### config.mk
export PLATFORM = sky130hd
export DESIGN_NAME = isc_top
export DESIGN_NICKNAME = d
export VERILOG_FILES = /design/src/core/isc_pkg.sv /design/src/core/isc_top.sv
export SDC_FILE = /design/constraint.sdc
export NUM_CORES = 1
export LEC_CHECK = 0
export CORE_ASPECT_RATIO = 0.5
export CORE_MARGIN = 4
export CORE_UTILIZATION = 57
export DETAILED_ROUTE_END_ITERATION = 12
export DONT_BUFFER_PORTS = 1
export GPL_ROUTABILITY_DRIVEN = 0
export PLACE_DENSITY = 0.71
export SLEW_MARGIN = 20
export SYNTH_ARGS = -nofsm -noshare
export SYNTH_HDL_FRONTEND = slang
export SYNTH_SLANG_ARGS = --single-unit
### constraint.sdc
create_clock -name core_clk -period 5.7 [get_ports core_clk]
set_clock_uncertainty 0.15 [all_clocks]
set_input_delay 0.285 -clock core_clk [delete_from_list [all_inputs] [get_ports core_clk]]
set_output_delay 0.285 -clock core_clk [all_outputs]
set_load 0.01 [all_outputs]
### src/core/isc_pkg.sv
package isc_pkg;
  localparam int NSRC = 6;
  localparam int NPIN = 8;
  localparam int NTMR = 4;
  localparam int T16_IDX = 0;
  localparam int TM2_IDX = 1;
  localparam int TM3_IDX = 2;
  localparam logic [15:0] VEC_ADDR = 16'h0010;
  localparam logic [7:0] SP_STEP = 8'h02;
  localparam logic [7:0] SP_RST = 8'h00;
  localparam logic [4:0] WAKE_NORMAL = 5'h10;
  localparam logic [4:0] WAKE_FAST = 5'h08;
  localparam logic [5:0] REG_REQ = 6'h00;
  localparam logic [5:0] REG_EN = 6'h04;
  localparam logic [5:0] REG_EDGE = 6'h08;
  localparam logic [5:0] REG_SP = 6'h0c;
  localparam logic [5:0] REG_CLK = 6'h10;
  localparam logic [5:0] REG_WAKE = 6'h14;
  localparam logic [5:0] REG_PDIR = 6'h18;
  localparam logic [5:0] REG_PDIE = 6'h1c;
  localparam logic [5:0] REG_STAT = 6'h20;
  localparam logic [11:0] EDGE_RST = 12'h555;
  localparam logic [1:0] CLK_RST = 2'h3;
  localparam logic [3:0] WAKE_RST = 4'h0;
  localparam int CLK_HS = 0;
  localparam int CLK_LS = 1;
  localparam int WK_NANO = 0;
  localparam int WK_FAST = 1;
  localparam int WK_CMPEN = 2;
  localparam int WK_CMPWK = 3;
  localparam logic [1:0] TSRC_SYS = 2'h0;
  localparam logic [1:0] TSRC_HS = 2'h1;
  localparam logic [1:0] TSRC_LS = 2'h2;
  localparam logic [1:0] TSRC_NANO = 2'h3;
  typedef enum logic [2:0] {
    ST_RUN = 3'h0, ST_RDW = 3'h1, ST_CAP = 3'h3,
    ST_SAVE = 3'h4, ST_WAKE = 3'h6, ST_DOWN = 3'h5
  } isc_state_e;
  typedef enum logic [2:0] {
    OP_NONE, OP_EN, OP_DIS, OP_RETI, OP_PUSH, OP_POP, OP_EXE, OP_SYS
  } isc_op_e;
  typedef struct packed {
    logic boundary; logic engint; logic disgint; logic reti;
    logic pushaf; logic popaf; logic stopexe; logic stopsys;
    logic [15:0] pc; logic [7:0] accumulator; logic [7:0] flags;
  } isc_cpu_req_s;
  typedef struct packed {
    logic halt; logic pc_load; logic [15:0] pc_value;
    logic acc_load; logic [7:0] accumulator; logic [7:0] flags;
  } isc_cpu_resp_s;
  typedef struct packed {
    logic we; logic re; logic [7:0] addr; logic [15:0] wdata;
  } isc_mem_s;
  typedef struct packed {
    logic high_speed_rc_osc; logic low_speed_rc_osc;
    logic nano_low_rc_osc; logic sysclk_en;
  } isc_osc_s;
endpackage

### src/core/isc_top.sv
`timescale 1ns/1ns
// How it works
// - Six sources, each with its enable bit.
// - Hardware sets flags; register write clears them.
// - Flag set on chosen rising/falling/both edge.
// - Flags set even when enable bit zero.
// - Global enable gates all lines together.
// - Entry pushes PC at pointer, pointer plus two.
// - Entry clears global enable, jumps to vector.
// - Return pops PC, pointer minus two, enables.
// - Push/pop save accumulator and flags on stack.
// - Three modes: on, power-save, power-down.
// - Power-down stops fast and slow RC.
// - Power-save gates only the system clock.
// - Sleeping timers stop on sysclk or dead osc.
// - Power-save wakes on enabled input pin toggle.
// - Power-save wakes on non-sysclk timer match.
// - Eight-bit timer wake needs nano oscillator.
// - Comparator wake needs both comparator bits.
// - Power-down wakes on pin or eight-bit nano timer.
// - Memory and registers kept through power-down.
// - Pin wake resumes after sleep, no reset.
// - Wake takes sixteen or eight slow clocks.
module isc_top
  import isc_pkg::*;
#(
  parameter int NPIN_P = NPIN
) (
  input wire logic core_clk,
  input wire logic reset,
  input wire logic [5:0] avs_address,
  input wire logic avs_read,
  input wire logic avs_write,
  input wire logic [31:0] avs_writedata,
  output logic [31:0] avs_readdata,
  output logic avs_waitrequest,
  input wire isc_cpu_req_s cpu_req,
  output isc_cpu_resp_s cpu_resp,
  output isc_mem_s mem_cmd,
  input wire logic [15:0] mem_rdata,
  input wire logic [NSRC-1:0] src_in,
  input wire logic [NPIN_P-1:0] pin_in,
  input wire logic low_rc_clk_in,
  input wire logic [NTMR-1:0][1:0] timer_src,
  input wire logic [NTMR-1:0] timer_hit,
  input wire logic cmp_hit,
  output isc_osc_s osc_ctl,
  output logic [NTMR-1:0] timer_run
);

  function automatic logic sel(input logic [5:0] a, input logic [5:0] off);
    return {a[5:2], 2'h0} == off;
  endfunction

  function automatic isc_op_e decode_op(input isc_cpu_req_s r);
    if (r.stopsys) return OP_SYS;
    if (r.stopexe) return OP_EXE;
    if (r.reti) return OP_RETI;
    if (r.popaf) return OP_POP;
    if (r.pushaf) return OP_PUSH;
    if (r.engint) return OP_EN;
    if (r.disgint) return OP_DIS;
    return OP_NONE;
  endfunction

  function automatic logic clk_on(input logic [1:0] s, input isc_osc_s o);
    case (s)
      TSRC_SYS: return o.sysclk_en;
      TSRC_HS: return o.high_speed_rc_osc;
      TSRC_LS: return o.low_speed_rc_osc;
      default: return o.nano_low_rc_osc;
    endcase
  endfunction

  logic ext_s1, ext_s2, ls_s1, ls_s2, ls_prev;
  logic [NPIN_P-1:0] pin_s1, pin_s2, pin_prev, pin_dir, pin_die;
  logic [NSRC-1:0] src_now, src_prev, set_evt, req, int_en;
  logic [2*NSRC-1:0] edge_sel;
  logic [1:0] clk_cfg;
  logic [3:0] wake_cfg;
  logic [7:0] stack_pointer;
  logic gie, pop_pc, was_down, take_irq, exec, bus_wr, wake_done;
  logic wk_save, wk_down, ls_rise, deep;
  logic [NTMR-1:0] hit_save, hit_down;
  logic [4:0] wake_cnt, wake_target;
  logic [31:0] rd_mux;
  isc_state_e st, next_st;
  isc_op_e op;
  isc_osc_s next_osc;

  //////////////////////////////////////////////////////////////////////////
  // The external pin, the input pins and the slow RC clock are asynchronous.
  always_ff @(posedge core_clk or posedge reset) begin
    if (reset) begin
      ext_s1 <= 1'h0;
      ext_s2 <= 1'h0;
      ls_s1 <= 1'h0;
      ls_s2 <= 1'h0;
      ls_prev <= 1'h0;
      pin_s1 <= '0;
      pin_s2 <= '0;
      pin_prev <= '0;
      src_prev <= '0;
    end else begin
      ext_s1 <= src_in[0];
      ext_s2 <= ext_s1;
      ls_s1 <= low_rc_clk_in;
      ls_s2 <= ls_s1;
      ls_prev <= ls_s2;
      pin_s1 <= pin_in;
      pin_s2 <= pin_s1;
      pin_prev <= pin_s2;
      src_prev <= src_now;
    end
  end

  assign src_now = {src_in[NSRC-1:1], ext_s2};
  assign ls_rise = ls_s2 & ~ls_prev;

  genvar gi;
  generate
    for (gi = 0; gi < NSRC; gi++) begin : g_edge
      assign set_evt[gi] = (src_now[gi] & ~src_prev[gi] & edge_sel[2*gi]) |
                           (~src_now[gi] & src_prev[gi] & edge_sel[2*gi+1]);
    end
  endgenerate

  //////////////////////////////////////////////////////////////////////////
  // Avalon slave: every access waits exactly one cycle.
  assign bus_wr = avs_write & ~avs_waitrequest;

  always_ff @(posedge core_clk or posedge reset) begin
    if (reset) begin
      avs_waitrequest <= 1'h1;
      avs_readdata <= 32'h0;
    end else if ((avs_read | avs_write) & avs_waitrequest) begin
      avs_waitrequest <= 1'h0;
      avs_readdata <= avs_read ? rd_mux : 32'h0;
    end else begin
      avs_waitrequest <= 1'h1;
    end
  end

  always_comb begin
    rd_mux = 32'h0;
    if (sel(avs_address, REG_REQ)) rd_mux = 32'(req);
    else if (sel(avs_address, REG_EN)) rd_mux = 32'(int_en);
    else if (sel(avs_address, REG_EDGE)) rd_mux = 32'(edge_sel);
    else if (sel(avs_address, REG_SP)) rd_mux = 32'(stack_pointer);
    else if (sel(avs_address, REG_CLK)) rd_mux = 32'(clk_cfg);
    else if (sel(avs_address, REG_WAKE)) rd_mux = 32'(wake_cfg);
    else if (sel(avs_address, REG_PDIR)) rd_mux = 32'(pin_dir);
    else if (sel(avs_address, REG_PDIE)) rd_mux = 32'(pin_die);
    else if (sel(avs_address, REG_STAT)) rd_mux = 32'({st, gie});
  end

  //////////////////////////////////////////////////////////////////////////
  // A write keeps flags written as one; a new event in the same cycle wins.
  always_ff @(posedge core_clk or posedge reset) begin
    if (reset) req <= '0;
    else if (bus_wr && sel(avs_address, REG_REQ))
      req <= (req & avs_writedata[NSRC-1:0]) | set_evt;
    else req <= req | set_evt;
  end

  // Nothing here depends on the power mode, so settings survive sleep.
  always_ff @(posedge core_clk or posedge reset) begin
    if (reset) begin
      int_en <= '0;
      edge_sel <= EDGE_RST;
      clk_cfg <= CLK_RST;
      wake_cfg <= WAKE_RST;
      pin_dir <= '0;
      pin_die <= '0;
    end else if (bus_wr) begin
      if (sel(avs_address, REG_EN)) int_en <= avs_writedata[NSRC-1:0];
      if (sel(avs_address, REG_EDGE)) edge_sel <= avs_writedata[2*NSRC-1:0];
      if (sel(avs_address, REG_CLK)) clk_cfg <= avs_writedata[1:0];
      if (sel(avs_address, REG_WAKE)) wake_cfg <= avs_writedata[3:0];
      if (sel(avs_address, REG_PDIR)) pin_dir <= avs_writedata[NPIN_P-1:0];
      if (sel(avs_address, REG_PDIE)) pin_die <= avs_writedata[NPIN_P-1:0];
    end
  end

  //////////////////////////////////////////////////////////////////////////
  // Instruction handling at the boundary; a pending interrupt pre-empts it.
  assign exec = (st == ST_RUN) & cpu_req.boundary;
  assign take_irq = exec & gie & |(req & int_en);
  assign op = (exec & ~take_irq) ? decode_op(cpu_req) : OP_NONE;

  always_ff @(posedge core_clk or posedge reset) begin
    if (reset) gie <= 1'h0;
    else if (take_irq) gie <= 1'h0;
    else if (st == ST_CAP && pop_pc) gie <= 1'h1;
    else if (op == OP_EN) gie <= 1'h1;
    else if (op == OP_DIS) gie <= 1'h0;
  end

  // Bit zero is never forced: keeping it clear is up to software.
  always_ff @(posedge core_clk or posedge reset) begin
    if (reset) stack_pointer <= SP_RST;
    else if (bus_wr && sel(avs_address, REG_SP)) stack_pointer <= avs_writedata[7:0];
    else if (take_irq || op == OP_PUSH) stack_pointer <= stack_pointer + SP_STEP;
    else if (op == OP_RETI || op == OP_POP) stack_pointer <= stack_pointer - SP_STEP;
  end

  //////////////////////////////////////////////////////////////////////////
  // Wake sources, qualified per mode.
  generate
    for (gi = 0; gi < NTMR; gi++) begin : g_wake
      localparam bit IS_TM8 = (gi == TM2_IDX) || (gi == TM3_IDX);
      logic nano_ok;
      assign nano_ok = wake_cfg[WK_NANO] & (timer_src[gi] == TSRC_NANO);
      assign hit_save[gi] = timer_hit[gi] & (IS_TM8 ? nano_ok : timer_src[gi] != TSRC_SYS);
      assign hit_down[gi] = timer_hit[gi] & IS_TM8 & nano_ok;
    end
  endgenerate

  assign wk_save = |((pin_s2 ^ pin_prev) & pin_dir & pin_die) | |hit_save |
                   (cmp_hit & wake_cfg[WK_CMPEN] & wake_cfg[WK_CMPWK]);
  assign wk_down = |((pin_s2 ^ pin_prev) & pin_die) | |hit_down;

  assign wake_target = wake_cfg[WK_FAST] ? WAKE_FAST : WAKE_NORMAL;
  assign wake_done = (st == ST_WAKE) && (wake_cnt == wake_target);

  always_ff @(posedge core_clk or posedge reset) begin
    if (reset) wake_cnt <= 5'h0;
    else if (st != ST_WAKE) wake_cnt <= 5'h0;
    else if (ls_rise && !wake_done) wake_cnt <= wake_cnt + 5'h1;
  end

  //////////////////////////////////////////////////////////////////////////
  // Mode sequencer.
  always_comb begin
    next_st = st;
    case (st)
      ST_RUN: begin
        if (op == OP_RETI || op == OP_POP) next_st = ST_RDW;
        else if (op == OP_EXE) next_st = ST_SAVE;
        else if (op == OP_SYS) next_st = ST_DOWN;
      end
      ST_RDW: next_st = ST_CAP;
      ST_CAP: next_st = ST_RUN;
      ST_SAVE: next_st = wk_save ? ST_WAKE : ST_SAVE;
      ST_DOWN: next_st = wk_down ? ST_WAKE : ST_DOWN;
      ST_WAKE: next_st = wake_done ? ST_RUN : ST_WAKE;
      default: next_st = ST_RUN;
    endcase
  end

  always_ff @(posedge core_clk or posedge reset) begin
    if (reset) st <= ST_RUN;
    else st <= next_st;
  end

  always_ff @(posedge core_clk or posedge reset) begin
    if (reset) begin
      pop_pc <= 1'h0;
      was_down <= 1'h0;
    end else begin
      if (op == OP_RETI) pop_pc <= 1'h1;
      else if (op == OP_POP) pop_pc <= 1'h0;
      if (op == OP_SYS) was_down <= 1'h1;
      else if (op == OP_EXE) was_down <= 1'h0;
    end
  end

  //////////////////////////////////////////////////////////////////////////
  // CPU and data memory side. The program counter is untouched by a wake,
  // so the core simply continues after the sleep instruction.
  always_ff @(posedge core_clk or posedge reset) begin
    if (reset) begin
      cpu_resp <= '0;
      mem_cmd <= '0;
    end else begin
      cpu_resp.halt <= (next_st != ST_RUN) | take_irq | (st == ST_CAP);
      cpu_resp.pc_load <= take_irq | (st == ST_CAP && pop_pc);
      cpu_resp.acc_load <= st == ST_CAP && !pop_pc;
      mem_cmd.we <= take_irq | (op == OP_PUSH);
      mem_cmd.re <= (op == OP_RETI) | (op == OP_POP);
      if (take_irq) cpu_resp.pc_value <= VEC_ADDR;
      else if (st == ST_CAP && pop_pc) cpu_resp.pc_value <= mem_rdata;
      if (st == ST_CAP && !pop_pc) begin
        cpu_resp.accumulator <= mem_rdata[7:0];
        cpu_resp.flags <= mem_rdata[15:8];
      end
      if (take_irq) begin
        mem_cmd.addr <= stack_pointer;
        mem_cmd.wdata <= cpu_req.pc;
      end else if (op == OP_PUSH) begin
        mem_cmd.addr <= stack_pointer;
        mem_cmd.wdata <= {cpu_req.flags, cpu_req.accumulator};
      end else if (op == OP_RETI || op == OP_POP) begin
        mem_cmd.addr <= stack_pointer - SP_STEP;
      end
    end
  end

  //////////////////////////////////////////////////////////////////////////
  // The fast RC stays off through a wake from power-down, unlike the slow RC,
  // which the wake counter needs as its time base.
  assign deep = (next_st == ST_DOWN) | ((next_st == ST_WAKE) & was_down);

  always_comb begin
    next_osc.high_speed_rc_osc = clk_cfg[CLK_HS] & ~deep;
    next_osc.low_speed_rc_osc = (clk_cfg[CLK_LS] & ~deep) | (next_st == ST_WAKE);
    next_osc.nano_low_rc_osc = wake_cfg[WK_NANO];
    next_osc.sysclk_en = (next_st == ST_RUN) | (next_st == ST_RDW) | (next_st == ST_CAP);
  end

  always_ff @(posedge core_clk or posedge reset) begin
    if (reset) begin
      osc_ctl <= '0;
      timer_run <= '0;
    end else begin
      osc_ctl <= next_osc;
      for (int i = 0; i < NTMR; i++) timer_run[i] <= clk_on(timer_src[i], next_osc);
    end
  end
endmodule

# == After elaboration in Yosys (flattened, before gate mapping) ==
# Index checks and enable logic that the tools add are counted.
# totals
inputBits,126
wordCells,290
ff_bits,202
# classes
n_addsub,3
bitwise,85
reduce_logical,39
muxes,88
n_eq_ne,36
# op_table
cell,n
$mux W8,9
$mux W3,22
$mux W16,3
$and A1 B1 Y1,42
$mux W1,37
$mux W12,3
$mux W32,1
$eq A3 B3 Y1 const B,9
$and A8 B8 Y8,3
$mux W24,1
$or A1 B1 Y1,19
$eq A4 B3 Y1 const B,4
$not A1 Y1,16
$reduce_or A8 Y1,2
$mux W5,3
$pmux W3 S5,1
$reduce_bool A2 Y1,7
$and A6 B6 Y6,2
$eq A2 B2 Y1 const B,6
$eq A3 B2 Y1 const B,4
$or A6 B6 Y6,2
$pmux W1 S3,4
$reduce_and A2 Y1,6
$eq A3 B1 Y1 const B,3
24 further kinds,42

# == Depth between registers and ports, before layout ==
# Gate-level depths: netlist of run 1.
# logic_depth
ltp_word,42
mapped_depth,12

# == Worst setup path before layout of run 1 ==
# OpenSTA, ideal clock, no wires.
# synth_path
path_kind,reg2reg
start,register int_en[4]
end,register timer_run[0]
required_ps,5422
path_slack_ps,3257
n_path_buf,2
path_stages_with_launch,11
setup_ps,128
arrival_time_ps,2165
synth_period_minus_slack_ps,2443
cell_sequence,dfrtp_1 > a22o_1 > o31ai_4 > o211ai_2 > or3_1 > buf_6 > clkinv_4 > o31ai_4 > buf_6 > a221oi_1 > o2bb2ai_1
# synth_between
elab_chain_cells,18
# synth_lines
item,line,rtl
"start, declared",isc_top.sv:77,"logic [NSRC-1:0] src_now, src_prev, set_evt, req, int_en;"
"start signal, assigned",isc_top.sv:176,"if (sel(avs_address, REG_EN)) int_en <= avs_writedata[NSRC-1:0];"
$and A6 B6 Y6 (*),isc_top.sv:188,assign take_irq = exec & gie & |(req & int_en);
$reduce_or A6 Y1 (*),isc_top.sv:188,
$and A1 B1 Y1 (*),isc_top.sv:188,
$not A1 Y1 (*),isc_top.sv:189,assign op = (exec & ~take_irq) ? decode_op(cpu_req) : OP_NONE;
$and A1 B1 Y1 (*),isc_top.sv:189,
$mux W3 (*),isc_top.sv:189,
$eq A3 B3 Y1,isc_top.sv:240,else if (op == OP_SYS) next_st = ST_DOWN;
$mux W3,isc_top.sv:240,
(+2 left out),n/a,
$pmux W3 S5 (*),isc_top.sv:236,case (st)
$eq A3 B3 Y1,"isc_top.sv:302, isc_top.sv:306",
$and A1 B1 Y1,isc_top.sv:302,assign deep = (next_st == ST_DOWN) | ((next_st == ST_WAKE) & was_down);
$or A1 B1 Y1,isc_top.sv:302,
$not A1 Y1,"isc_top.sv:305, isc_top.sv:306",
$and A1 B1 Y1,isc_top.sv:306,next_osc.low_speed_rc_osc = (clk_cfg[CLK_LS] & ~deep) | (next_st == ST_WAKE);
$or A1 B1 Y1,isc_top.sv:306,
$pmux W1 S3 (*),isc_top.sv:67,case (s)
"end signal, assigned",isc_top.sv:314,timer_run <= '0;
"end, declared",isc_top.sv:48,output logic [NTMR-1:0] timer_run
# Mark *: on every way between the ends. The rest lies on a longest branch, timed or not.
# A chain may end at the register's enable or synchronous reset.

# == Final worst setup path of run 1 ==
# layout_path
start,register int_en[4]
end,register timer_run[1]
# Same word-level chain as after synthesis.

==> results of run 1 <==
[power by group]
group	switching (mW)	internal, mW
Sequential	0.430	1.64
Clock	0.581	0.607
Combinational	0.552	0.508
[stage by stage]
stage | setup slack [ns] | hold WS, ns
floorplan | 0.336 | 0.166
global placement | 2.77 | 0.166
detailed placement | 2.73 | 0.166
CTS | 2.27 | 0.00352
global route | 2.02 | 0.0312
finish | 2.14 | 0.0113
[synth_stat cells, types with 3 or more instances]
cell type	number
a21o_1	3
a21oi_1	48
a221oi_1	11
a22o_1	8
a22oi_1	6
a31oi_1	25
and2_1	6
and3_1	9
buf_2	7
buf_4	20
clkbuf_1	21
dfrtp_1	173
dfstp_2	9
ha_1	4
inv_1	24
mux2_2	60
mux2i_1	3
nand2_1	111
nand2b_1	7
nand3_1	22
nand3b_1	9
nand4_1	6
nor2_1	45
nor2b_1	3
nor3_1	8
nor3b_1	3
o211ai_1	10
o21ai_0	38
o22ai_1	9
o2bb2ai_1	5
or3_1	4
xnor2_1	6
xor2_1	12
[sequential cells by signal, summed over array words and instances, names as in the netlist, 12 cells and up]
name,cells
cpu_resp,35
mem_cmd,26
avs_readdata,12
edge_sel,12
[worst register-to-register path, stage by stage, from the launching register on]
cell	delay, ns
dfrtp_1	0.39
a22o_1	0.31
o31ai_4	0.42
o211ai_2	0.18
or3_1	0.54
clkinv_4	0.21
o31ai_4	0.16
a221oi_1	0.35
o2bb2ai_1	0.15
dlygate4sd3_1	0.57
[cell usage in the layout (no fill, tap or decap), drive strengths merged, types with 5 or more instances in the layout]
| cell | Yosys | layout |
|---|---|---|
| a21oi | 48 | 48 |
| a221oi | 11 | 11 |
| a22o | 8 | 8 |
| a22oi | 6 | 6 |
| a31oi | 25 | 25 |
| and2 | 6 | 6 |
| and3 | 9 | 9 |
| clkbuf | 21 | 19 |
| clkinv | 1 | 9 |
| conb | 1 | 20 |
| dfrtp | 173 | 173 |
| dfstp | 9 | 9 |
| dlygate4sd3 | 0 | 90 |
| inv | 25 | 31 |
| mux2 | 60 | 60 |
| nand2 | 111 | 111 |
| nand2b | 7 | 7 |
| nand3 | 22 | 22 |
| nand3b | 9 | 9 |
| nand4 | 6 | 6 |
| nor2 | 45 | 45 |
| nor3 | 8 | 8 |
| o211ai | 11 | 11 |
| o21ai | 41 | 41 |
| o22ai | 9 | 9 |
| o2bb2ai | 5 | 5 |
| xnor2 | 6 | 6 |
| xor2 | 12 | 12 |
[worst min-delay path by stage]
stage / depth (start not counted) / endpoint / start
detailed placement: 0 / pin_s1[1] / pin_in[1]
global placement: 0 / pin_s1[2] / pin_in[2]
global route: 2 / avs_readdata[9] / avs_address[2]
CTS: 3 / gie / cpu_req[32]
finish: 3 / gie / cpu_req[32]
floorplan: 0 / ext_s1 / src_in[0]
[layout make-up]
class / count / share of cell area [%]
clock buffer: 18 / 4.48
inverter: 26 / 1.12
multi-input combinational: 534 / 34.1
clock inverter: 14 / 1.81
sequential: 182 / 46.6
timing repair buffer: 94 / 9.47
tap: 192 / 2.45
[logic make-up (layout without fill, tap and decap cells)]
| family | count (synthesis) | count (layout) |
|---|---|---|
| flops | 182 | 182 |
| other cells | 1 | 20 |
| xor+xnor | 18 | 18 |
| fa+ha+maj | 4 | 4 |
| simple gates | 242 | 242 |
| buf+inv | 78 | 152 |
| mux | 63 | 63 |
| compound gates | 187 | 187 |
[routing by layer]
metal / GRT usage, % / up-vias
met5: 0 / -
met4: 6.95 / 0
met3: 7.91 / 37
met2: 42.6 / 310
met1: 34.9 / 3205
li1: - / 2882
[timing repair]
action                                  in CTS  in global routing
hold buffers                                90                  0
endpoints found under the setup margin       0                  0
hold endpoints to repair                   235                  0
==> run_results.csv, run 1 <==
group,metric,value,unit
cells_and_area,area_growth,19.1,%
worst_setup_path,critPathMostFrequentCell,"o31ai_4",
cells_and_area,utilization,70.8,%
worst_setup_path,rrSetupSlack,2.14,ns
synthesis,synthArstFlopShare,100,%
synthesis,yosysTopAreaCell,"dfrtp_1",
cts,cts_max_path_buffers,2,
cts,post_cts_buffers,0,
worst_setup_path,crit_path_end_kind,"register",
grt,grt_pass1_vias,6201,
synthesis,synth-compound-area-share,15.0,%
floorplanning,io_pins,228,
cts,insertion_delay,0.43,ns
grt,track_usage,26.3,%
worst_setup_path,crit_slowest_cell,"dlygate4sd3_1",
sta,tightest_slew,1.03,ns
routing,highest_layer,"met4",
synthesis,synthTopCellsByArea,"dfrtp_1, mux2_2, nand2_1, a21oi_1, dfstp_2",
routing,dr.pass1.iters,5,
worst_setup_path,crit_end,"timer_run[1]",
cells_and_area,multi_input_area,3340,um^2
worst_setup_path,path_buf_inv,2,
routing,dr_total_vias,6434,
synthesis,synth_top_family_by_area,"compound AO/OA/AOI/OAI gates",
worst_setup_path,cp_num_cells,9,
worst_setup_path,cp-startpoint,"int_en[4]",
cells_and_area,antenna-diode-count,0,
worst_setup_path,max_stage_delay,0.57,ns
floorplanning,chipHeight,93.0,um
routing,drt-met1-wl,9230,um
synthesis,ys_types,59,
sta,period_share,62.5,%
sta,report.final.slew_viol_count,0,
synthesis,synth.avg_cell_area,10.6,um^2
routing,vias_per_cell,6.07,
floorplanning,core_area,13900,um^2
job,maxCapViolCount,0,
worst_setup_path,reg2reg_from,"int_en[4]",
worst_setup_path,critPathKind,"reg -> reg",
place,placed_area,8280,um^2
routing,post_drt_wl_per_cell,20.6,um
sta,rsz0062_at_grt,"no",
worst_setup_path,cp.required,5.85,ns
grt,overflow,0,
synthesis,synth_xor_area_share,1.92,%
synthesis,synth_seq_cells,182,
cells_and_area,seq_area,4570,um^2
cells_and_area,fin_nets,985,
cells_and_area,final_area,9800,um^2
status,outcome,"completed",
cells_and_area,fillers,939,
cts,cts_root_buf,"clkbuf_16",
floorplanning,start_util,59.4,%
floorplanning,die_area,16500,um^2
routing,drtIter0Drc,490,
worst_setup_path,cp_data_arrival_time,3.71,ns
synthesis,yosysTopAreaCellShare,52.6,%
routing,ant_nets,0,
worst_setup_path,critPathMaxFanout,16,
worst_setup_path,cp-start-kind,"register",
worst_hold_path,hp-class,"in -> reg",
synthesis,yosys_warnings,0,
power_and_ir_drop,ir_drop,0.241,mV
synthesis,synth_simple_gate_area_share,13.5,%
sta,hold_viol_final,0,
synthesis,synthFlopType,"dfrtp_1",
power_and_ir_drop,power_leakage,4.21,nW
place,dp_hpwl,14700,um
routing,wl_met2,10200,um
routing,postRouteWirelength,21800,um
sta,finalCriticalPeriod,3.56,ns
synthesis,synth_edf_count,0,
cts,cts_buffers,17,
grt,antenna_found_initial,0,
cts,clock_sinks,182,
cts,cts_tree,"yes",
cts,path_clk_slew,0.07,ns
worst_setup_path,worstPathCellList,"a22o_1 -> o31ai_4 -> o211ai_2 -> or3_1 -> clkinv_4 -> o31ai_4 -> a221oi_1 -> o2bb2ai_1 -> dlygate4sd3_1",
synthesis,synthAdderAreaFrac,0.608,%
sta,setup_viol,0,
power_and_ir_drop,finalPower,4.32,mW
sta,fin_tns_setup,0,ns
routing,drc,0,
cts,cts_resized,0,
cells_and_area,fin_cells,1060,
place,place.port_buffers,0,
cells_and_area,drive_above_1_share,13.6,%
worst_setup_path,crit_family,"compound AO/OA/AOI/OAI gates",
synthesis,netlist_instances,775,
synthesis,seq_area_frac_synth,55.5,%
grt,grt_max_degree,117,
sta,slew-limit-headroom,31.6,%
floorplanning,row_count,30,
synthesis,netlist_area,8230,um^2
worst_setup_path,reg2reg_to,"timer_run[1]",
sta,max_freq,281,MHz
worst_setup_path,r2r.worst_path.cells,9,
cts,htreeDepth,4,
synthesis,synth.mux.area_fraction,8.58,%
place,placed_cells,937,
routing,route.met3.wl,2060,um
grt,grt_pass1_wl,33700,um
power_and_ir_drop,p_per_area,441,nW/um^2
floorplanning,die_width,178,um
Power figures use the tool's default switching activity.
==> inputs of run 2 (changes only) <==
==> constraint.sdc (replaced) <==
create_clock -name core_clk -period 3.2 [get_ports core_clk]
set_clock_uncertainty 0.15 [all_clocks]
set_input_delay 0.16 -clock core_clk [delete_from_list [all_inputs] [get_ports core_clk]]
set_output_delay 0.16 -clock core_clk [all_outputs]
set_load 0.01 [all_outputs]
==> run 2 against run 1 <==
Largest power group unchanged; count of clock-buffer cells in the layout stayed put; critical path depth down 1; register-to-register slack got worse by 1.9 ns; fmax is 19% higher; die area is the same; setup slack got worse by 1.9 ns; cell area up 2.0%; non-clock buffer count grew 21; sequential power rose by 78%; clock power grew 78%; sequential share of layout area decreased by 0.90 points; hold slack worse by 0.0042 ns.
==> run_results.csv, run 2 (synthesis gave the netlist of run 1 again) <==
group,metric,value,unit
power_and_ir_drop,p_per_area,778,nW/um^2
grt,grt_pass1_vias,6600,
place,place.port_buffers,0,
power_and_ir_drop,ir_drop,0.473,mV
grt,overflow,0,
cts,cts_max_path_buffers,2,
worst_setup_path,crit_family,"compound AO/OA/AOI/OAI gates",
cts,cts_buffers,17,
grt,grt_max_degree,59,
floorplanning,start_util,59.4,%
cells_and_area,layout_commonest_cell,"dfrtp_1",
power_and_ir_drop,finalPower,7.77,mW
sta,setup_viol,0,
grt,grt_pass1_wl,36000,um
routing,ant_nets,0,
cells_and_area,antenna-diode-count,0,
sta,tightest_slew,0.861,ns
sta,fin_tns_setup,0,ns
grt,track_usage,28.1,%
cts,cts_tree,"yes",
worst_setup_path,path_buf_inv,3,
sta,slew-limit-headroom,42.5,%
floorplanning,row_count,30,
power_and_ir_drop,pwr-share-clk,27.3,%
sta,hold_viol_final,0,
status,outcome,"completed",
sta,period_share,93.7,%
floorplanning,die_width,178,um
routing,route.met3.wl,2300,um
cells_and_area,utilization,72.2,%
routing,vias_per_cell,6.05,
power_and_ir_drop,switchingPower,2.77,mW
sta,max_freq,334,MHz
cts,clock_sinks,182,
cells_and_area,reg_top3,"cpu_resp x35, mem_cmd x26",
worst_setup_path,cp.required,3.35,ns
cells_and_area,final_cell_mix,"dfrtp_1, nand2_1, dlygate4sd3_1, mux2_2, a21oi_1",
routing,drtIter0Drc,549,
cells_and_area,fin_nets,1006,
routing,dr_total_vias,6543,
cells_and_area,largest_register,"cpu_resp",
power_and_ir_drop,power.share.sequential,47.5,%
sta,finalCriticalPeriod,3.00,ns
cells_and_area,seq_area,4570,um^2
worst_setup_path,crit_path_end_kind,"register",
routing,postRouteWirelength,23000,um
floorplanning,chipHeight,93.0,um
cts,insertion_delay,0.43,ns
cells_and_area,drive_above_1_share,14.3,%
worst_hold_path,hp-class,"in -> reg",
routing,post_drt_wl_per_cell,21.3,um
cts,path_clk_slew,0.08,ns
worst_setup_path,cp_data_arrival_time,3.15,ns
routing,wl_met2,10700,um
cells_and_area,area_growth,21.5,%
cts,post_cts_buffers,0,
cts,cts_resized,0,
cells_and_area,largest_register_ffs,35,
sta,rsz0062_at_grt,"no",
power_and_ir_drop,power_leakage,4.29,nW
worst_setup_path,cp-start-kind,"register",
job,maxCapViolCount,0,
worst_setup_path,max_stage_delay,0.58,ns
floorplanning,core_area,13900,um^2
worst_setup_path,critPathKind,"reg -> reg",
cts,cts_root_buf,"clkbuf_16",
worst_setup_path,crit_slowest_cell,"dlygate4sd3_1",
place,dp_slack,0.358,ns
sta,report.final.slew_viol_count,0,
power_and_ir_drop,combPwrFrac,25.2,%
place,dp_hpwl,15300,um
sta,setup_slack,0.203,ns
routing,drt-met1-wl,9700,um
power_and_ir_drop,swShare,35.7,%
worst_setup_path,critPathMaxFanout,34,
routing,dr.pass1.iters,5,
floorplanning,io_pins,228,
power_and_ir_drop,power.internal,5.00,mW
worst_setup_path,worstPathCellList,"a22o_1 -> o31a_1 -> o21ai_2 -> inv_2 -> buf_4 -> nor2_1 -> a31oi_1 -> dlygate4sd3_1",
grt,antenna_found_initial,1,
sta,holdWs,0.00706,ns
routing,highest_layer,"met5",
floorplanning,die_area,16500,um^2
cells_and_area,fillers,936,
cts,htreeDepth,4,
cells_and_area,multi_input_area,3340,um^2
routing,drc,0,
-- run 2: worst paths after layout --
| kind | from | end | slack (ns) | depth (start not counted) |
|---|---|---|---|---|
| min in group asynchronous | reset | pin_prev[7] | 0.16 | 2 |
| worst min-delay path | avs_address[3] | avs_readdata[1] | 0.007 | 4 |
| worst max register to register | int_en[4] | mem_cmd[7] | 0.20 | 8 |
| worst max-delay path | int_en[4] | mem_cmd[7] | 0.20 | 8 |
| worst min register to register | pin_s1[4] | pin_s2[4] | 0.20 | 0 |
| max in group asynchronous | reset | avs_waitrequest | 1.94 | 3 |
-- run 2: timing repair --
item	in CTS	in global routing
setup endpoints to repair	0	0
hold endpoints to repair	165	0
hold buffers	102	0
-- run 2: worst register-to-register path, stage by stage, from the launching register on --
cell,delay [ns]
dfrtp_1,0.39
a22o_1,0.30
o31a_1,0.40
o21ai_2,0.36
inv_2,0.17
buf_4,0.28
nor2_1,0.17
a31oi_1,0.06
dlygate4sd3_1,0.58
-- run 2: power groups by stage --
stage	Sequential, mW	Clock [mW]	Combinational, mW
finish	3.69	2.12	1.96
global route	3.77	2.26	2.16
CTS	3.69	2.14	1.89
detailed placement	3.73	0	1.56
global placement	3.71	0	1.50
floorplan	3.47	0	1.32
-- run 2: area by class of cell --
type                    count  area share (%)
flip-flops and latches    182            45.7
multi-input cells         534            33.4
repair buffers            115            11.4
clock buffers              18            4.39
well taps                 192            2.40
clock inverters            14            1.59
inverters                  26            1.06
-- run 2: layer usage --
layer | GRT usage (%) | vias to the layer above
met4 | 7.46 | 2
met2 | 44.5 | 349
li1 | - | 2919
met1 | 37.6 | 3237
met3 | 9.34 | 36
met5 | 0 | -
-- run 2: metrics by stage --
step           std cells  instance area [um^2]
6_report            1081                  9990
5_1_grt             1081                  9990
4_1_cts             1081                  9990
3_5_place_dp         947                  8380
3_3_place_gp         947                  8380
2_1_floorplan        794                  8300
==> inputs of run 3 (changes only) <==
--- a/config.mk
+++ b/config.mk
@@ -5,13 +5,16 @@
 export SDC_FILE = /design/constraint.sdc
 export NUM_CORES = 1
 export LEC_CHECK = 0
+export CELL_PAD_IN_SITES_DETAIL_PLACEMENT = 2
+export CELL_PAD_IN_SITES_GLOBAL_PLACEMENT = 2
 export CORE_ASPECT_RATIO = 0.5
 export CORE_MARGIN = 4
-export CORE_UTILIZATION = 57
+export CORE_UTILIZATION = 35
 export DETAILED_ROUTE_END_ITERATION = 12
 export DONT_BUFFER_PORTS = 1
 export GPL_ROUTABILITY_DRIVEN = 0
 export PLACE_DENSITY = 0.71
+export SKIP_CTS_REPAIR_TIMING = 1
 export SLEW_MARGIN = 20
 export SYNTH_ARGS = -nofsm -noshare
 export SYNTH_HDL_FRONTEND = slang
==> run 3 against run 2 <==
Hold slack worse by 0.020 ns; critical path type unchanged; largest power group unchanged; fmax is 1.1% lower; die area is 58% higher; the run now ends with negative hold slack left.
==> run_results.csv, run 3 (synthesis gave the netlist of run 1 again) <==
group,metric,value,unit
grt,grt_util_met1,27.4,%
worst_setup_path,crit_path_end_kind,"register",
sta,finalCriticalPeriod,3.03,ns
grt,grt_max_degree,51,
floorplanning,chipHeight,116,um
floorplanning,core_area,23000,um^2
routing,dr.pass1.iters,4,
routing,post_drt_wl_per_cell,23.7,um
grt,use_met3,5.17,%
power_and_ir_drop,ir_drop,0.360,mV
sta,setup_viol,0,
status,outcome,"complete, but fails checks",
cts,path_clk_slew,0.07,ns
worst_hold_path,hp-class,"in -> reg",
cells_and_area,fin_nets,1007,
cts,clock_sinks,182,
routing,ant_nets,0,
sta,max_freq,330,MHz
cells_and_area,fillers,2379,
floorplanning,start_util,35.8,%
status,violations,"negative hold slack",
grt,grt_pass1_wl,39800,um
floorplanning,die_width,225,um
worst_setup_path,cp-start-kind,"register",
cts,cts_root_buf,"clkbuf_16",
cells_and_area,seq_area,4570,um^2
power_and_ir_drop,finalPower,7.80,mW
job,maxCapViolCount,0,
routing,drc,0,
cells_and_area,reg_top3,"cpu_resp x35, mem_cmd x26",
routing,postRouteWirelength,28400,um
grt,grt_pass1_vias,6614,
cells_and_area,antenna-diode-count,0,
grt,track_usage,20.0,%
cells_and_area,drive_above_1_share,14.4,%
worst_setup_path,max_stage_delay,0.59,ns
cts,cts_tree,"yes",
sta,tightest_slew,0.952,ns
routing,drtIter0Drc,368,
cells_and_area,layout_commonest_cell,"dfrtp_1",
worst_setup_path,critPathKind,"reg -> reg",
routing,vias_per_cell,5.47,
floorplanning,row_count,39,
cells_and_area,utilization,43.9,%
sta,holdWs,-0.0134,ns
grt,overflow,0,
worst_setup_path,path_buf_inv,3,
cts,cts_buffers,17,
sta,hold_viol_final,3,
cells_and_area,largest_register,"cpu_resp",
sta,slew-limit-headroom,36.4,%
grt,antenna_found_initial,0,
place,dp_hpwl,19300,um
cells_and_area,largest_register_ffs,35,
power_and_ir_drop,power_leakage,4.27,nW
place,place.port_buffers,0,
grt,use_met2,31.9,%
worst_setup_path,worstPathCellList,"a22o_1 -> o31a_1 -> o21ai_2 -> inv_2 -> buf_4 -> nor2_1 -> a31oi_1 -> dlygate4sd3_1",
cells_and_area,area_growth,22.6,%
cts,htreeDepth,4,
floorplanning,die_area,26200,um^2
worst_setup_path,cp_data_arrival_time,3.21,ns
cts,cts_max_path_buffers,2,
sta,period_share,94.7,%
grt,grt_busiest_layer,"met2",
floorplanning,io_pins,228,
sta,report.final.slew_viol_count,0,
cells_and_area,final_cell_mix,"dfrtp_1, nand2_1, dlygate4sd3_1, mux2_2, a21oi_1",
routing,dr_total_vias,6548,
worst_setup_path,crit_slowest_cell,"dlygate4sd3_1",
worst_setup_path,crit_family,"compound AO/OA/AOI/OAI gates",
worst_setup_path,critPathMaxFanout,37,
cells_and_area,multi_input_area,3340,um^2
worst_setup_path,cp.required,3.38,ns
cts,insertion_delay,0.45,ns
power_and_ir_drop,p_per_area,773,nW/um^2
## run 3: changes by cell type in the layout (fill, tap and decap cells not counted)
cell and delta:
nor2_2 -1, inv_6 -3, nor2_1 +1, clkinvlp_4 +3
buf_4 +5, clkinv_2 +3, clkinv_8 -1, inv_8 -3
clkinv_4 -2, dlygate4sd3_1 -4, clkbuf_1 +3
## run 3: per-layer routing
layer | vias up | routed length (um)
met2 | 143 | 13800
met4 | 0 | 331
met1 | 3464 | 12900
met5 | - | 0
li1 | 2923 | -
met3 | 18 | 1330
## run 3: stage by stage
stage                     worst slack [ns]  cells  hold slack, ns  instance area, um^2  TNS (ns)
after floorplan                      0.561    794          0.0414                 8300         0
after global placement               0.481   1067          0.0415                 8550         0
after detailed placement             0.387   1067          0.0415                 8550         0
after CTS                            0.379   1099          -0.453                 9110         0
after global routing              -0.00180   1197         0.00854                10100  -0.00180
final                                0.169   1197         -0.0134                10100         0
## run 3: tightest hold or removal path: stages
cell	delay, ns
nor2_1	0.06
a21oi_1	0.13
a211o_1	0.11
nand3_1	0.07
## run 3: worst paths after layout
kind	to	start	slack, ns	cells past startpoint
max	mem_cmd[10]	int_en[4]	0.17	8
min	avs_readdata[0]	avs_address[4]	-0.01	4
max reg2reg	mem_cmd[10]	int_en[4]	0.17	8
min reg2reg	pin_s2[2]	pin_s1[2]	0.20	0
max in group asynchronous	edge_sel[2]	reset	1.77	3
min in group asynchronous	pin_s1[0]	reset	0.24	2
## run 3: area by class of cell
class,instances,share of cell area (%)
repair buffers,116,11.3
clock buffers,21,4.46
clock inverters,11,1.02
multi-input cells,534,33.1
flip-flops and latches,182,45.3
well taps,307,3.81
inverters,26,1.05
## run 3: where the power goes
part	total [mW]	internal, mW	switching (mW)
logic	2.03	0.938	1.10
registers	3.71	2.92	0.784
clock network	2.06	1.10	0.964
